[config.mk]
export PLATFORM = sky130hd
export DESIGN_NAME = tlic_top
export DESIGN_NICKNAME = d
export VERILOG_FILES = /design/src/rtl/tlic_pkg.sv /design/src/rtl/tlic_top.sv
export SDC_FILE = /design/constraint.sdc
export NUM_CORES = 1
export LEC_CHECK = 0
export ABC_AREA = 1
export BUFFER_PORTS_ARGS = -buffer_cell sky130_fd_sc_hd__buf_2
export CAP_MARGIN = 5
export CELL_PAD_IN_SITES_DETAIL_PLACEMENT = 1
export CELL_PAD_IN_SITES_GLOBAL_PLACEMENT = 1
export CORE_ASPECT_RATIO = 2
export CORE_MARGIN = 5
export CORE_UTILIZATION = 34
export CTS_CLUSTER_DIAMETER = 200
export CTS_CLUSTER_SIZE = 40
export DETAILED_ROUTE_END_ITERATION = 8
export GPL_ROUTABILITY_DRIVEN = 0
export HOLD_SLACK_MARGIN = 0.02
export PLACE_DENSITY = 0.78
export SETUP_SLACK_MARGIN = 0.2
export SLEW_MARGIN = 20
export SYNTH_ARGS = -nofsm -noshare
export SYNTH_HDL_FRONTEND = slang
export SYNTH_SLANG_ARGS = --single-unit
[constraint.sdc]
create_clock -name MCLK_I -period 1.9 [get_ports MCLK_I]
set_input_delay 0.19 -clock MCLK_I [delete_from_list [all_inputs] [get_ports MCLK_I]]
set_output_delay 0.19 -clock MCLK_I [all_outputs]
set_load 0.005 [all_outputs]
[src/rtl/tlic_pkg.sv]
// constants of the two-level interrupt controller
// assumes 8-bit registers in the low byte of 32-bit Avalon-MM words
package tlic_pkg;
  // machine cycle and hardware call length
  localparam int TLIC_CLK_PER_MC = 4;
  localparam int TLIC_CALL_MC = 4;
  localparam int TLIC_NSRC = 12;
  localparam int TLIC_NFLAG = 15;
  // register byte offsets
  localparam logic [5:0] TLIC_OFS_TIMER_CTRL = 6'h00;
  localparam logic [5:0] TLIC_OFS_EXT_FLAG = 6'h04;
  localparam logic [5:0] TLIC_OFS_T2_MODE = 6'h08;
  localparam logic [5:0] TLIC_OFS_WDOG_CTRL = 6'h0C;
  localparam logic [5:0] TLIC_OFS_IRQ_EN = 6'h10;
  localparam logic [5:0] TLIC_OFS_EXT_EN = 6'h14;
  localparam logic [5:0] TLIC_OFS_PRIO = 6'h18;
  localparam logic [5:0] TLIC_OFS_EXT_PRIO = 6'h1C;
  localparam logic [5:0] TLIC_OFS_SER0_CTRL = 6'h20;
  localparam logic [5:0] TLIC_OFS_SER1_CTRL = 6'h24;
  localparam logic [5:0] TLIC_OFS_T2_FLAGS = 6'h28;
  localparam logic [5:0] TLIC_OFS_STATUS = 6'h2C;
  // field positions
  localparam int TLIC_B_TT0 = 0;
  localparam int TLIC_B_EF0 = 1;
  localparam int TLIC_B_TT1 = 2;
  localparam int TLIC_B_EF1 = 3;
  localparam int TLIC_B_TF0 = 5;
  localparam int TLIC_B_TF1 = 7;
  localparam int TLIC_B_EF2 = 4;
  localparam int TLIC_B_HC2 = 4;
  localparam int TLIC_B_WATCHDOG_TIMEOUT_FLAG = 3;
  localparam int TLIC_B_GLOBAL = 7;
  localparam int TLIC_B_RX = 0;
  localparam int TLIC_B_TX = 1;
  localparam int TLIC_B_T2CAP = 6;
  localparam int TLIC_B_T2OVF = 7;
  localparam int TLIC_B_ISR_LO = 0;
  localparam int TLIC_B_ISR_HI = 1;
  localparam int TLIC_B_BUSY = 2;
  localparam int TLIC_B_SRC = 4;
  localparam logic [7:0] TLIC_RST_BYTE = 8'h00;
  // flag indices
  localparam int TLIC_F_EXT0 = 0;
  localparam int TLIC_F_TMR0 = 1;
  localparam int TLIC_F_EXT1 = 2;
  localparam int TLIC_F_TMR1 = 3;
  localparam int TLIC_F_S0RX = 4;
  localparam int TLIC_F_S0TX = 5;
  localparam int TLIC_F_T2OV = 6;
  localparam int TLIC_F_T2CP = 7;
  localparam int TLIC_F_S1RX = 8;
  localparam int TLIC_F_S1TX = 9;
  localparam int TLIC_F_EXT2 = 10;
  localparam int TLIC_F_WDOG = 14;
  // source indices, fixed order highest first
  localparam logic [3:0] TLIC_S_EXT0 = 4'h0;
  localparam logic [3:0] TLIC_S_TMR0 = 4'h1;
  localparam logic [3:0] TLIC_S_EXT1 = 4'h2;
  localparam logic [3:0] TLIC_S_TMR1 = 4'h3;
  localparam logic [3:0] TLIC_S_SER0 = 4'h4;
  localparam logic [3:0] TLIC_S_TMR2 = 4'h5;
  localparam logic [3:0] TLIC_S_SER1 = 4'h6;
  localparam logic [3:0] TLIC_S_EXT2 = 4'h7;
  localparam logic [15:0] TLIC_VEC [TLIC_NSRC] = '{16'h0003, 16'h000B, 16'h0013,
    16'h001B, 16'h0023, 16'h002B, 16'h003B, 16'h0043, 16'h004B, 16'h0053,
    16'h005B, 16'h0063};
  typedef enum logic [1:0] {TLIC_ST_IDLE = 2'b01, TLIC_ST_CALL = 2'b10} tlic_state_e;
endpackage

[src/rtl/tlic_top.sv]
// two-level interrupt controller: flags, enables, priority, vector call
// assumes the core reports last cycle, blocking instructions and returns
//
// What this block does
// - pins 0 and 1 pick edge or level by trigger bit; flags in timer control
// - edge mode: sample once per machine cycle, high then low sets flag
// - vectoring to pin 0 or 1 clears its flag only in edge mode
// - level pin still low after handler gives another request
// - pins 2 to 5 falling edge only, flags in extended flag register
// - pins 2 to 5 flags cleared by software, or on entry when selected
// - timer 0 and 1 overflow flags request, cleared on vectoring
// - timer 2 requests on overflow or capture; software clears both
// - watchdog timeout flag bit 3 requests when extended enable bit 4 set
// - serial port requests on rx or tx done; only software clears
// - every flag software writable, so software can raise an interrupt
// - per-source enable plus a global enable blocking all
// - per-source high or low level; low never preempts high handler
// - equal-level ties resolve ext0 first down to watchdog last
// - every machine cycle flags sampled, polled and prioritised
// - call only if no equal/higher handler, last cycle, no blocking instruction
// - requests are not remembered between polls
// - hardware call pushes program counter only, not status word
// - call loads the fixed vector of the chosen source
// - only return-from-interrupt ends the current level's handler
// - vector call lasts four machine cycles
//
// Local design decisions: the register addresses and the Avalon-MM register port.
`timescale 1ns/1ns
module tlic_top #(
  parameter int CLK_PER_MC = tlic_pkg::TLIC_CLK_PER_MC,
  parameter int CALL_MC = tlic_pkg::TLIC_CALL_MC
) (
  input wire logic MCLK_I,
  input wire logic SYS_RST_I,
  input wire logic [5:0] AVS_ADDRESS_I,
  input wire logic AVS_READ_I,
  input wire logic AVS_WRITE_I,
  input wire logic [31:0] AVS_WRITEDATA_I,
  input wire logic [3:0] AVS_BYTEENABLE_I,
  output logic [31:0] AVS_READDATA_O,
  output logic AVS_WAITREQUEST_O,
  input wire logic [5:0] EXT_IRQ_PIN_I,
  input wire logic TIMER0_OVF_I,
  input wire logic TIMER1_OVF_I,
  input wire logic TIMER2_OVF_I,
  input wire logic TIMER2_CAP_I,
  input wire logic SER0_RX_DONE_I,
  input wire logic SER0_TX_DONE_I,
  input wire logic SER1_RX_DONE_I,
  input wire logic SER1_TX_DONE_I,
  input wire logic WDT_TIMEOUT_I,
  input wire logic CORE_LAST_CYCLE_I,
  input wire logic CORE_BLOCK_INSTR_I,
  input wire logic CORE_RETURN_FROM_INTERRUPT_I,
  output logic MC_TICK_O,
  output logic CALL_REQ_O,
  output logic CALL_BUSY_O,
  output logic [15:0] VECTOR_O
);
  localparam int MCW = $clog2(CLK_PER_MC);
  localparam int NF = tlic_pkg::TLIC_NFLAG;
  localparam int NS = tlic_pkg::TLIC_NSRC;
  localparam int CALL_END = CLK_PER_MC * CALL_MC + 1;

  logic [MCW-1:0] mc_cnt_reg;
  logic mc_tick;
  logic [5:0] pin_smp_reg;
  logic [5:0] edge_det;
  logic [1:0] tt_reg;
  logic [3:0] hc_reg;
  logic [7:0] ien_reg;
  logic [4:0] een_reg;
  logic [6:0] prio_reg;
  logic [4:0] eprio_reg;
  logic [NF-1:0] flag_reg;
  logic [NF-1:0] hw_set;
  logic [NF-1:0] hw_clr;
  logic [NF-1:0] sw_wr;
  logic [NF-1:0] sw_val;
  logic [NS-1:0] src_flag;
  logic [NS-1:0] req;
  logic [NS-1:0] hi_req;
  logic [NS-1:0] lo_req;
  logic pick_hi;
  logic pick_lo;
  logic issue;
  logic [3:0] sel;
  logic isr_lo_reg;
  logic isr_hi_reg;
  tlic_pkg::tlic_state_e state_reg;
  logic [2:0] mc_left_reg;
  logic [3:0] src_reg;
  logic [15:0] vec_reg;
  logic call_req_reg;
  logic ack_reg;
  logic [31:0] rdata_reg;
  logic [7:0] rd_mux;
  logic wr_en;
  logic [7:0] wd;

  function automatic logic [3:0] first_set(input logic [NS-1:0] v);
    logic [3:0] idx;
    idx = 4'h0;
    for (int i = NS - 1; i >= 0; i--)
    begin
      if (v[i])
        idx = 4'(i);
    end
    return idx;
  endfunction

  ////////////////////////////////////////////////////////////////////////////
  // machine cycle timing
  // one poll per machine cycle
  assign mc_tick = (mc_cnt_reg == MCW'(CLK_PER_MC - 1));
  assign MC_TICK_O = mc_tick;

  always_ff @(posedge MCLK_I)
  begin
    if (SYS_RST_I || mc_tick)
      mc_cnt_reg <= '0;
    else
      mc_cnt_reg <= mc_cnt_reg + 1'b1;
  end

  // pin sample once per machine cycle
  always_ff @(posedge MCLK_I)
  begin
    if (SYS_RST_I)
      pin_smp_reg <= 6'h3F;
    else if (mc_tick)
      pin_smp_reg <= EXT_IRQ_PIN_I;
  end
  // pins need a full machine cycle per level, else an edge can be missed
  assign edge_det = pin_smp_reg & ~EXT_IRQ_PIN_I;

  ////////////////////////////////////////////////////////////////////////////
  // Avalon-MM slave: one wait cycle on every access
  assign AVS_WAITREQUEST_O = (AVS_READ_I || AVS_WRITE_I) && !ack_reg;
  assign AVS_READDATA_O = rdata_reg;
  assign wr_en = AVS_WRITE_I && ack_reg && AVS_BYTEENABLE_I[0];
  assign wd = AVS_WRITEDATA_I[7:0];

  always_ff @(posedge MCLK_I)
  begin
    if (SYS_RST_I)
      ack_reg <= 1'b0;
    else
      ack_reg <= (AVS_READ_I || AVS_WRITE_I) && !ack_reg;
  end

  always_ff @(posedge MCLK_I)
  begin
    if (SYS_RST_I)
      rdata_reg <= 32'h0000_0000;
    else if (AVS_READ_I && !ack_reg)
      rdata_reg <= {24'h00_0000, rd_mux};
  end

  always_ff @(posedge MCLK_I)
  begin
    if (SYS_RST_I)
    begin
      tt_reg <= 2'h0;
      hc_reg <= 4'h0;
      ien_reg <= tlic_pkg::TLIC_RST_BYTE;
      een_reg <= 5'h00;
      prio_reg <= 7'h00;
      eprio_reg <= 5'h00;
    end
    else if (wr_en)
    begin
      unique case (AVS_ADDRESS_I)
        tlic_pkg::TLIC_OFS_TIMER_CTRL:
          tt_reg <= {wd[tlic_pkg::TLIC_B_TT1], wd[tlic_pkg::TLIC_B_TT0]};
        tlic_pkg::TLIC_OFS_T2_MODE:
          hc_reg <= wd[tlic_pkg::TLIC_B_HC2 +: 4];
        tlic_pkg::TLIC_OFS_IRQ_EN:
          ien_reg <= wd;
        tlic_pkg::TLIC_OFS_EXT_EN:
          een_reg <= wd[4:0];
        tlic_pkg::TLIC_OFS_PRIO:
          prio_reg <= wd[6:0];
        tlic_pkg::TLIC_OFS_EXT_PRIO:
          eprio_reg <= wd[4:0];
        default:
          ;
      endcase
    end
  end

  always_comb
  begin
    rd_mux = 8'h00;
    unique case (AVS_ADDRESS_I)
      tlic_pkg::TLIC_OFS_TIMER_CTRL:
      begin
        rd_mux[tlic_pkg::TLIC_B_TT0] = tt_reg[0];
        rd_mux[tlic_pkg::TLIC_B_EF0] = flag_reg[tlic_pkg::TLIC_F_EXT0];
        rd_mux[tlic_pkg::TLIC_B_TT1] = tt_reg[1];
        rd_mux[tlic_pkg::TLIC_B_EF1] = flag_reg[tlic_pkg::TLIC_F_EXT1];
        rd_mux[tlic_pkg::TLIC_B_TF0] = flag_reg[tlic_pkg::TLIC_F_TMR0];
        rd_mux[tlic_pkg::TLIC_B_TF1] = flag_reg[tlic_pkg::TLIC_F_TMR1];
      end
      tlic_pkg::TLIC_OFS_EXT_FLAG:
        rd_mux[tlic_pkg::TLIC_B_EF2 +: 4] = flag_reg[tlic_pkg::TLIC_F_EXT2 +: 4];
      tlic_pkg::TLIC_OFS_T2_MODE:
        rd_mux[tlic_pkg::TLIC_B_HC2 +: 4] = hc_reg;
      tlic_pkg::TLIC_OFS_WDOG_CTRL:
        rd_mux[tlic_pkg::TLIC_B_WATCHDOG_TIMEOUT_FLAG] = flag_reg[tlic_pkg::TLIC_F_WDOG];
      tlic_pkg::TLIC_OFS_IRQ_EN:
        rd_mux = ien_reg;
      tlic_pkg::TLIC_OFS_EXT_EN:
        rd_mux[4:0] = een_reg;
      tlic_pkg::TLIC_OFS_PRIO:
        rd_mux[6:0] = prio_reg;
      tlic_pkg::TLIC_OFS_EXT_PRIO:
        rd_mux[4:0] = eprio_reg;
      tlic_pkg::TLIC_OFS_SER0_CTRL:
      begin
        rd_mux[tlic_pkg::TLIC_B_RX] = flag_reg[tlic_pkg::TLIC_F_S0RX];
        rd_mux[tlic_pkg::TLIC_B_TX] = flag_reg[tlic_pkg::TLIC_F_S0TX];
      end
      tlic_pkg::TLIC_OFS_SER1_CTRL:
      begin
        rd_mux[tlic_pkg::TLIC_B_RX] = flag_reg[tlic_pkg::TLIC_F_S1RX];
        rd_mux[tlic_pkg::TLIC_B_TX] = flag_reg[tlic_pkg::TLIC_F_S1TX];
      end
      tlic_pkg::TLIC_OFS_T2_FLAGS:
      begin
        rd_mux[tlic_pkg::TLIC_B_T2CAP] = flag_reg[tlic_pkg::TLIC_F_T2CP];
        rd_mux[tlic_pkg::TLIC_B_T2OVF] = flag_reg[tlic_pkg::TLIC_F_T2OV];
      end
      tlic_pkg::TLIC_OFS_STATUS:
      begin
        rd_mux[tlic_pkg::TLIC_B_ISR_LO] = isr_lo_reg;
        rd_mux[tlic_pkg::TLIC_B_ISR_HI] = isr_hi_reg;
        rd_mux[tlic_pkg::TLIC_B_BUSY] = CALL_BUSY_O;
        rd_mux[tlic_pkg::TLIC_B_SRC +: 4] = src_reg;
      end
      default:
        rd_mux = 8'h00;
    endcase
  end

  ////////////////////////////////////////////////////////////////////////////
  // request flags
  // software writes reach every flag
  always_comb
  begin
    sw_wr = '0;
    sw_val = '0;
    sw_val[tlic_pkg::TLIC_F_EXT0] = wd[tlic_pkg::TLIC_B_EF0];
    sw_val[tlic_pkg::TLIC_F_EXT1] = wd[tlic_pkg::TLIC_B_EF1];
    sw_val[tlic_pkg::TLIC_F_TMR0] = wd[tlic_pkg::TLIC_B_TF0];
    sw_val[tlic_pkg::TLIC_F_TMR1] = wd[tlic_pkg::TLIC_B_TF1];
    sw_val[tlic_pkg::TLIC_F_EXT2 +: 4] = wd[tlic_pkg::TLIC_B_EF2 +: 4];
    sw_val[tlic_pkg::TLIC_F_WDOG] = wd[tlic_pkg::TLIC_B_WATCHDOG_TIMEOUT_FLAG];
    sw_val[tlic_pkg::TLIC_F_S0RX] = wd[tlic_pkg::TLIC_B_RX];
    sw_val[tlic_pkg::TLIC_F_S0TX] = wd[tlic_pkg::TLIC_B_TX];
    sw_val[tlic_pkg::TLIC_F_S1RX] = wd[tlic_pkg::TLIC_B_RX];
    sw_val[tlic_pkg::TLIC_F_S1TX] = wd[tlic_pkg::TLIC_B_TX];
    sw_val[tlic_pkg::TLIC_F_T2OV] = wd[tlic_pkg::TLIC_B_T2OVF];
    sw_val[tlic_pkg::TLIC_F_T2CP] = wd[tlic_pkg::TLIC_B_T2CAP];
    if (wr_en)
    begin
      unique case (AVS_ADDRESS_I)
        tlic_pkg::TLIC_OFS_TIMER_CTRL:
          sw_wr[3:0] = 4'hF;
        tlic_pkg::TLIC_OFS_EXT_FLAG:
          sw_wr[tlic_pkg::TLIC_F_EXT2 +: 4] = 4'hF;
        tlic_pkg::TLIC_OFS_WDOG_CTRL:
          sw_wr[tlic_pkg::TLIC_F_WDOG] = 1'b1;
        tlic_pkg::TLIC_OFS_SER0_CTRL:
          sw_wr[tlic_pkg::TLIC_F_S0TX:tlic_pkg::TLIC_F_S0RX] = 2'h3;
        tlic_pkg::TLIC_OFS_SER1_CTRL:
          sw_wr[tlic_pkg::TLIC_F_S1TX:tlic_pkg::TLIC_F_S1RX] = 2'h3;
        tlic_pkg::TLIC_OFS_T2_FLAGS:
          sw_wr[tlic_pkg::TLIC_F_T2CP:tlic_pkg::TLIC_F_T2OV] = 2'h3;
        default:
          ;
      endcase
    end
  end

  always_comb
  begin
    hw_set = '0;
    hw_clr = '0;
    // trigger bit picks edge or level
    // level flag tracks the inverted sample
    // pin still low after return asks again
    hw_set[tlic_pkg::TLIC_F_EXT0] = mc_tick && (tt_reg[0] ? edge_det[0] : !EXT_IRQ_PIN_I[0]);
    hw_set[tlic_pkg::TLIC_F_EXT1] = mc_tick && (tt_reg[1] ? edge_det[1] : !EXT_IRQ_PIN_I[1]);
    hw_clr[tlic_pkg::TLIC_F_EXT0] = mc_tick && !tt_reg[0] && EXT_IRQ_PIN_I[0];
    hw_clr[tlic_pkg::TLIC_F_EXT1] = mc_tick && !tt_reg[1] && EXT_IRQ_PIN_I[1];
    // edge-mode pin flags cleared on vectoring
    if (issue && sel == tlic_pkg::TLIC_S_EXT0 && tt_reg[0])
      hw_clr[tlic_pkg::TLIC_F_EXT0] = 1'b1;
    if (issue && sel == tlic_pkg::TLIC_S_EXT1 && tt_reg[1])
      hw_clr[tlic_pkg::TLIC_F_EXT1] = 1'b1;
    // timer 0 and 1 flags set by overflow, cleared on vectoring
    hw_set[tlic_pkg::TLIC_F_TMR0] = TIMER0_OVF_I;
    hw_set[tlic_pkg::TLIC_F_TMR1] = TIMER1_OVF_I;
    hw_clr[tlic_pkg::TLIC_F_TMR0] = issue && sel == tlic_pkg::TLIC_S_TMR0;
    hw_clr[tlic_pkg::TLIC_F_TMR1] = issue && sel == tlic_pkg::TLIC_S_TMR1;
    // pins 2 to 5 falling edge only
    for (int k = 0; k < 4; k++)
    begin
      hw_set[tlic_pkg::TLIC_F_EXT2 + k] = mc_tick && edge_det[2 + k];
      hw_clr[tlic_pkg::TLIC_F_EXT2 + k] = issue && hc_reg[k] &&
        (sel == tlic_pkg::TLIC_S_EXT2 + 4'(k));
    end
    // timer 2 flags never cleared here
    hw_set[tlic_pkg::TLIC_F_T2OV] = TIMER2_OVF_I;
    hw_set[tlic_pkg::TLIC_F_T2CP] = TIMER2_CAP_I;
    hw_set[tlic_pkg::TLIC_F_S0RX] = SER0_RX_DONE_I;
    hw_set[tlic_pkg::TLIC_F_S0TX] = SER0_TX_DONE_I;
    hw_set[tlic_pkg::TLIC_F_S1RX] = SER1_RX_DONE_I;
    hw_set[tlic_pkg::TLIC_F_S1TX] = SER1_TX_DONE_I;
    hw_set[tlic_pkg::TLIC_F_WDOG] = WDT_TIMEOUT_I;
  end

  // set beats any clear in the same cycle so no event is lost
  for (genvar i = 0; i < NF; i++)
  begin : g_flag
    always_ff @(posedge MCLK_I)
    begin
      if (SYS_RST_I)
        flag_reg[i] <= 1'b0;
      else if (hw_set[i])
        flag_reg[i] <= 1'b1;
      else if (sw_wr[i])
        flag_reg[i] <= sw_val[i];
      else if (hw_clr[i])
        flag_reg[i] <= 1'b0;
    end
  end

  ////////////////////////////////////////////////////////////////////////////
  // poll and priority
  // timer 2 and serial requests are ORs of their flags
  assign src_flag = {flag_reg[tlic_pkg::TLIC_F_WDOG],
    flag_reg[tlic_pkg::TLIC_F_EXT2 +: 4],
    flag_reg[tlic_pkg::TLIC_F_S1RX] | flag_reg[tlic_pkg::TLIC_F_S1TX],
    flag_reg[tlic_pkg::TLIC_F_T2OV] | flag_reg[tlic_pkg::TLIC_F_T2CP],
    flag_reg[tlic_pkg::TLIC_F_S0RX] | flag_reg[tlic_pkg::TLIC_F_S0TX],
    flag_reg[tlic_pkg::TLIC_F_TMR1:tlic_pkg::TLIC_F_EXT0]};
  // only the present flags count, nothing is held over
  assign req = src_flag & {een_reg, ien_reg[6:0]} & {NS{ien_reg[tlic_pkg::TLIC_B_GLOBAL]}};
  assign hi_req = req & {eprio_reg, prio_reg};
  assign lo_req = req & ~{eprio_reg, prio_reg};
  assign pick_hi = (|hi_req) && !isr_hi_reg;
  assign pick_lo = (|lo_req) && !isr_hi_reg && !isr_lo_reg;
  // last cycle, no blocking instruction, no call running
  assign issue = mc_tick && CORE_LAST_CYCLE_I && !CORE_BLOCK_INSTR_I &&
    state_reg == tlic_pkg::TLIC_ST_IDLE && (pick_hi || pick_lo);
  // lowest index wins within a level
  assign sel = pick_hi ? first_set(hi_req) : first_set(lo_req);

  // set on call; cleared only by return-from-interrupt
  always_ff @(posedge MCLK_I)
  begin
    if (SYS_RST_I)
    begin
      isr_hi_reg <= 1'b0;
      isr_lo_reg <= 1'b0;
    end
    else if (issue)
    begin
      if (pick_hi)
        isr_hi_reg <= 1'b1;
      else
        isr_lo_reg <= 1'b1;
    end
    else if (CORE_RETURN_FROM_INTERRUPT_I)
    begin
      if (isr_hi_reg)
        isr_hi_reg <= 1'b0;
      else
        isr_lo_reg <= 1'b0;
    end
  end

  ////////////////////////////////////////////////////////////////////////////
  // vector call sequencer
  // busy for four machine cycles after the call
  always_ff @(posedge MCLK_I)
  begin
    if (SYS_RST_I)
    begin
      state_reg <= tlic_pkg::TLIC_ST_IDLE;
      mc_left_reg <= 3'h0;
    end
    else
    begin
      unique case (state_reg)
        tlic_pkg::TLIC_ST_IDLE:
          if (issue)
          begin
            state_reg <= tlic_pkg::TLIC_ST_CALL;
            mc_left_reg <= 3'(CALL_MC - 1);
          end
        tlic_pkg::TLIC_ST_CALL:
          if (mc_tick)
          begin
            if (mc_left_reg == 3'h0)
              state_reg <= tlic_pkg::TLIC_ST_IDLE;
            else
              mc_left_reg <= mc_left_reg - 3'h1;
          end
      endcase
    end
  end

  always_ff @(posedge MCLK_I)
  begin
    if (SYS_RST_I)
    begin
      vec_reg <= 16'h0000;
      src_reg <= 4'h0;
      call_req_reg <= 1'b0;
    end
    else
    begin
      call_req_reg <= issue;
      if (issue)
      begin
        vec_reg <= tlic_pkg::TLIC_VEC[sel];
        src_reg <= sel;
      end
    end
  end

  // core pushes the program counter only; status word is left alone
  assign CALL_REQ_O = call_req_reg;
  assign CALL_BUSY_O = (state_reg == tlic_pkg::TLIC_ST_CALL);
  assign VECTOR_O = vec_reg;
endmodule

==> out/results.ini <==
[outcome]
status = finished with violations
violations = negative setup slack

[floorplanning]
dieArea_mm2 = 0.0158
die_h_um = 173
rows = 59
initial_core_util_pct = 34.6
io_pins = 116
die_width_um = 91.3
coreArea_mm2 = 0.0130

[placement]
place_area_mm2 = 0.00551
dp_hpwl_mm = 14.7
dp.cells = 909
numPortBuffers = 54
post-place-ws_ns = -0.379

[timing]
min_period_ns = 2.34
worst_hold_slack_ns = 0.0434
slew_headroom_pct = 56.7
hold_viol_final = 0
max_freq_mhz = 428
tightestPinTransition_ns = 0.643
setup-tns-final_ns = -4.53
setup_ws_ns = -0.437
period_share_pct = 123
setup_viol = 23
fin_worst_skew_ns = 0.00719
drv_slew = 0
rsz0062_at_grt = true

[min_path]
holdPathStages = 2
worstHoldEndpoint = isr_hi_reg$_SDFFE_PP0P_
hold_class = primary input to flip-flop
hp-start = CORE_RETURN_FROM_INTERRUPT_I

[yosys]
seq_area_frac_synth_pct = 35.6
synthArstFlopShare_pct = 0
synth_area_mm2 = 0.00450
yosysWarnings = 0
synth_edf_count = 0
syn_inst = 626
synthTopCellsByArea = dfxtp_1 (36%), nand2_1 (7.5%), o21ai_0 (6.9%), inv_1 (6.7%), a21oi_1 (5.9%)
synth_cell_types = 45
synth_seq_cells = 80
avgSynthCellArea_um2 = 7.19
ys.flop_type = dfxtp_1
synth.largest_area_cell = dfxtp_1
synth_top_area_share_pct = 35.6

[global_route]
busiest_layer = met2
grt.overflow.total = 0
met2_usage_pct = 47.7
grt_max_degree = 59
globalRouteTotalUtil_pct = 25.8
grt_pass1_wl_mm = 31.8
use_met1_pct = 24.9
use_met3_pct = 3.65
antenna_found_initial = 0
grt_pass1_vias = 5947

[setup_path]
worstPathArrival_ns = 2.58
reg2reg_from = ien_reg[7]$_SDFFE_PP0P_
r2r_setup_slack_ns = -0.44
cpPeakStageDelay_ns = 0.38
crit_top_cell = nand2_1
critPathKind = flip-flop to flip-flop
worstPathCellList = buf_6 -> nand3_4 -> o21ai_2 -> nand3_1 -> a31oi_1 -> nor2_1 -> o21ai_1 -> and2_4 -> inv_4 -> ha_4 -> nand2_1 -> nand2_1 -> nand2_1 -> nand2_1 -> a21oi_2
cp.required_ns = 2.14
cpMaxStageDelayCell = dfxtp_4
worst-r2r-cell-count = 15
crit_fanout = 4
cp-end-kind = flip-flop
cp-start-kind = flip-flop
r2r_end = VECTOR_O[3]$_SDFFE_PP0P_

[routing]
post_drt_via_cell_ratio = 5.64
drt_iter0_markers = 396
firstDrtPassIters = 5
ant_nets = 0
via_count = 5315
drc = 0
routedWlPerCell_um = 22.2
wirelength_mm = 20.9

[pwr]
power.leakage_nw = 2.90
pwr_density_cell_mw_per_mm2 = 673
peakVddDrop_uv = 1070
power_mw = 4.17

[finish]
drive_above_1_share_pct = 32.2
diodes = 0
stdcell_count = 942
final_cell_area_mm2 = 0.00620
nets = 856
syn_to_final_growth_pct = 37.7
nFillCells = 1649
fin_util_pct = 47.7
largest_reg_flops = 15

[cts]
cts.sinks = 80
cts_tree = yes
root_buffer = clkbuf_16
clk_latency_ns = 0.35
cts_made_buffers = 9
htreeDepth = 3
clk_pin_slew_ns = 0.07
clock_path_buffers = 2

[job]
cap_violations = 0

-- layer usage --
| layer | part of all wire, % | wire (um) |
|---|---|---|
| met5 | 0 | 0 |
| met2 | 54 | 11300 |
| met4 | 7.4 | 1550 |
| met3 | 5.0 | 1040 |
| met1 | 33 | 6980 |
-- cells in the mapped netlist, drive strengths merged (3+ instances only) --
| library cell | instances |
|---|---|
| nor2 | 72 |
| dfxtp | 80 |
| a221oi | 8 |
| o31ai | 3 |
| nor3 | 6 |
| o22ai | 10 |
| o21ai | 70 |
| o211ai | 3 |
| a21oi | 54 |
| nand2 | 97 |
| clkbuf | 11 |
| inv | 84 |
| nand4 | 33 |
| ha | 7 |
| nand3 | 25 |
| a31oi | 8 |
| buf | 39 |
-- final cells by class --
class | instances | area [um^2] | area share, %
Tap cell | 152 | 190 | 3.07
Clock buffer | 9 | 225 | 3.63
Sequential cell | 80 | 1610 | 26.0
Clock inverter | 7 | 120 | 1.94
Multi-Input combinational cell | 445 | 2540 | 41.0
Inverter | 84 | 318 | 5.13
Timing Repair Buffer | 165 | 1190 | 19.3
-- cells by family after synthesis --
| kind of cell | after synthesis | synth area share, % |
|---|---|---|
| AND/OR/NAND/NOR | 236 | 25.7 |
| AO/OA/AOI/OAI | 167 | 21.6 |
| buffers and inverters | 134 | 14.9 |
| flip-flops | 80 | 35.6 |
| adder cells (fa/ha/maj) | 7 | 1.95 |
| XOR/XNOR | 1 | 0.195 |
| other | 1 | 0.0834 |
-- cells in the final DEF, fill, tap and decap left out, types with 3 or more instances in the layout --
| master | count |
|---|---|
| o211ai_1 | 3 |
| buf_4 | 97 |
| dfxtp_1 | 77 |
| buf_12 | 4 |
| nand2_4 | 6 |
| nor3_1 | 4 |
| buf_6 | 9 |
| nor2_1 | 60 |
| nor2_4 | 5 |
| a21oi_2 | 4 |
| conb_1 | 34 |
| inv_2 | 6 |
| clkbuf_16 | 9 |
| a21oi_1 | 50 |
| o21ai_2 | 7 |
| o21ai_0 | 54 |
| a221oi_1 | 8 |
| nand2_1 | 83 |
| bufinv_16 | 3 |
| nand3_2 | 5 |
| nand4_2 | 4 |
| nand3_1 | 18 |
| ha_1 | 3 |
| buf_2 | 54 |
| o22ai_1 | 10 |
| nor2_2 | 7 |
| o21ai_1 | 7 |
| nand2_2 | 8 |
| o31ai_1 | 3 |
| nand4_1 | 27 |
| inv_1 | 77 |
| a31oi_1 | 7 |
-- critical path: cells and delay by family, from the launching register on --
family | cells | cell delay, ns
AND/OR/NAND/NOR | 8 | 0.78
AO/OA/AOI/OAI | 4 | 0.62
buffers and inverters | 2 | 0.18
adder cells (fa/ha/maj) | 1 | 0.27
flip-flops | 1 | 0.38
-- worst max-delay path by stage --
| stage | from | cells after the start | slack (ns) | endpoint |
|---|---|---|---|---|
| 6_report | ien_reg[7]$_SDFFE_PP0P_ | 15 | -0.44 | VECTOR_O[3]$_SDFFE_PP0P_ |
| 5_1_grt | ien_reg[7]$_SDFFE_PP0P_ | 15 | -0.51 | VECTOR_O[3]$_SDFFE_PP0P_ |
| 4_1_cts | ien_reg[7]$_SDFFE_PP0P_ | 15 | -0.26 | VECTOR_O[3]$_SDFFE_PP0P_ |
| 3_5_place_dp | ien_reg[7]$_SDFFE_PP0P_ | 21 | -0.38 | VECTOR_O[4]$_SDFFE_PP0P_ |
| 3_3_place_gp | ien_reg[7]$_SDFFE_PP0P_ | 21 | -0.29 | VECTOR_O[4]$_SDFFE_PP0P_ |
| 2_1_floorplan | ien_reg[7]$_SDFFE_PP0P_ | 17 | -0.1 | VECTOR_O[3]$_SDFFE_PP0P_ |
-- power breakdown --
part           internal (mW)  total (mW)  switching, mW  leakage, nW
sequential              1.72        1.75         0.0322        0.652
combinational          0.128       0.361          0.233         2.08
clock                   1.29        2.06          0.770        0.166
total                   3.13        4.17           1.03         2.90
-- what timing repair did --
item                                    CTS  global route
endpoints found under the hold margin     0             0
hold buffers                              0             0
setup buffers                            13             4
endpoints found under the setup margin   25            29
pin swaps                                14             6
gates resized for setup                  47            12
Power figures use the tool's default switching activity.
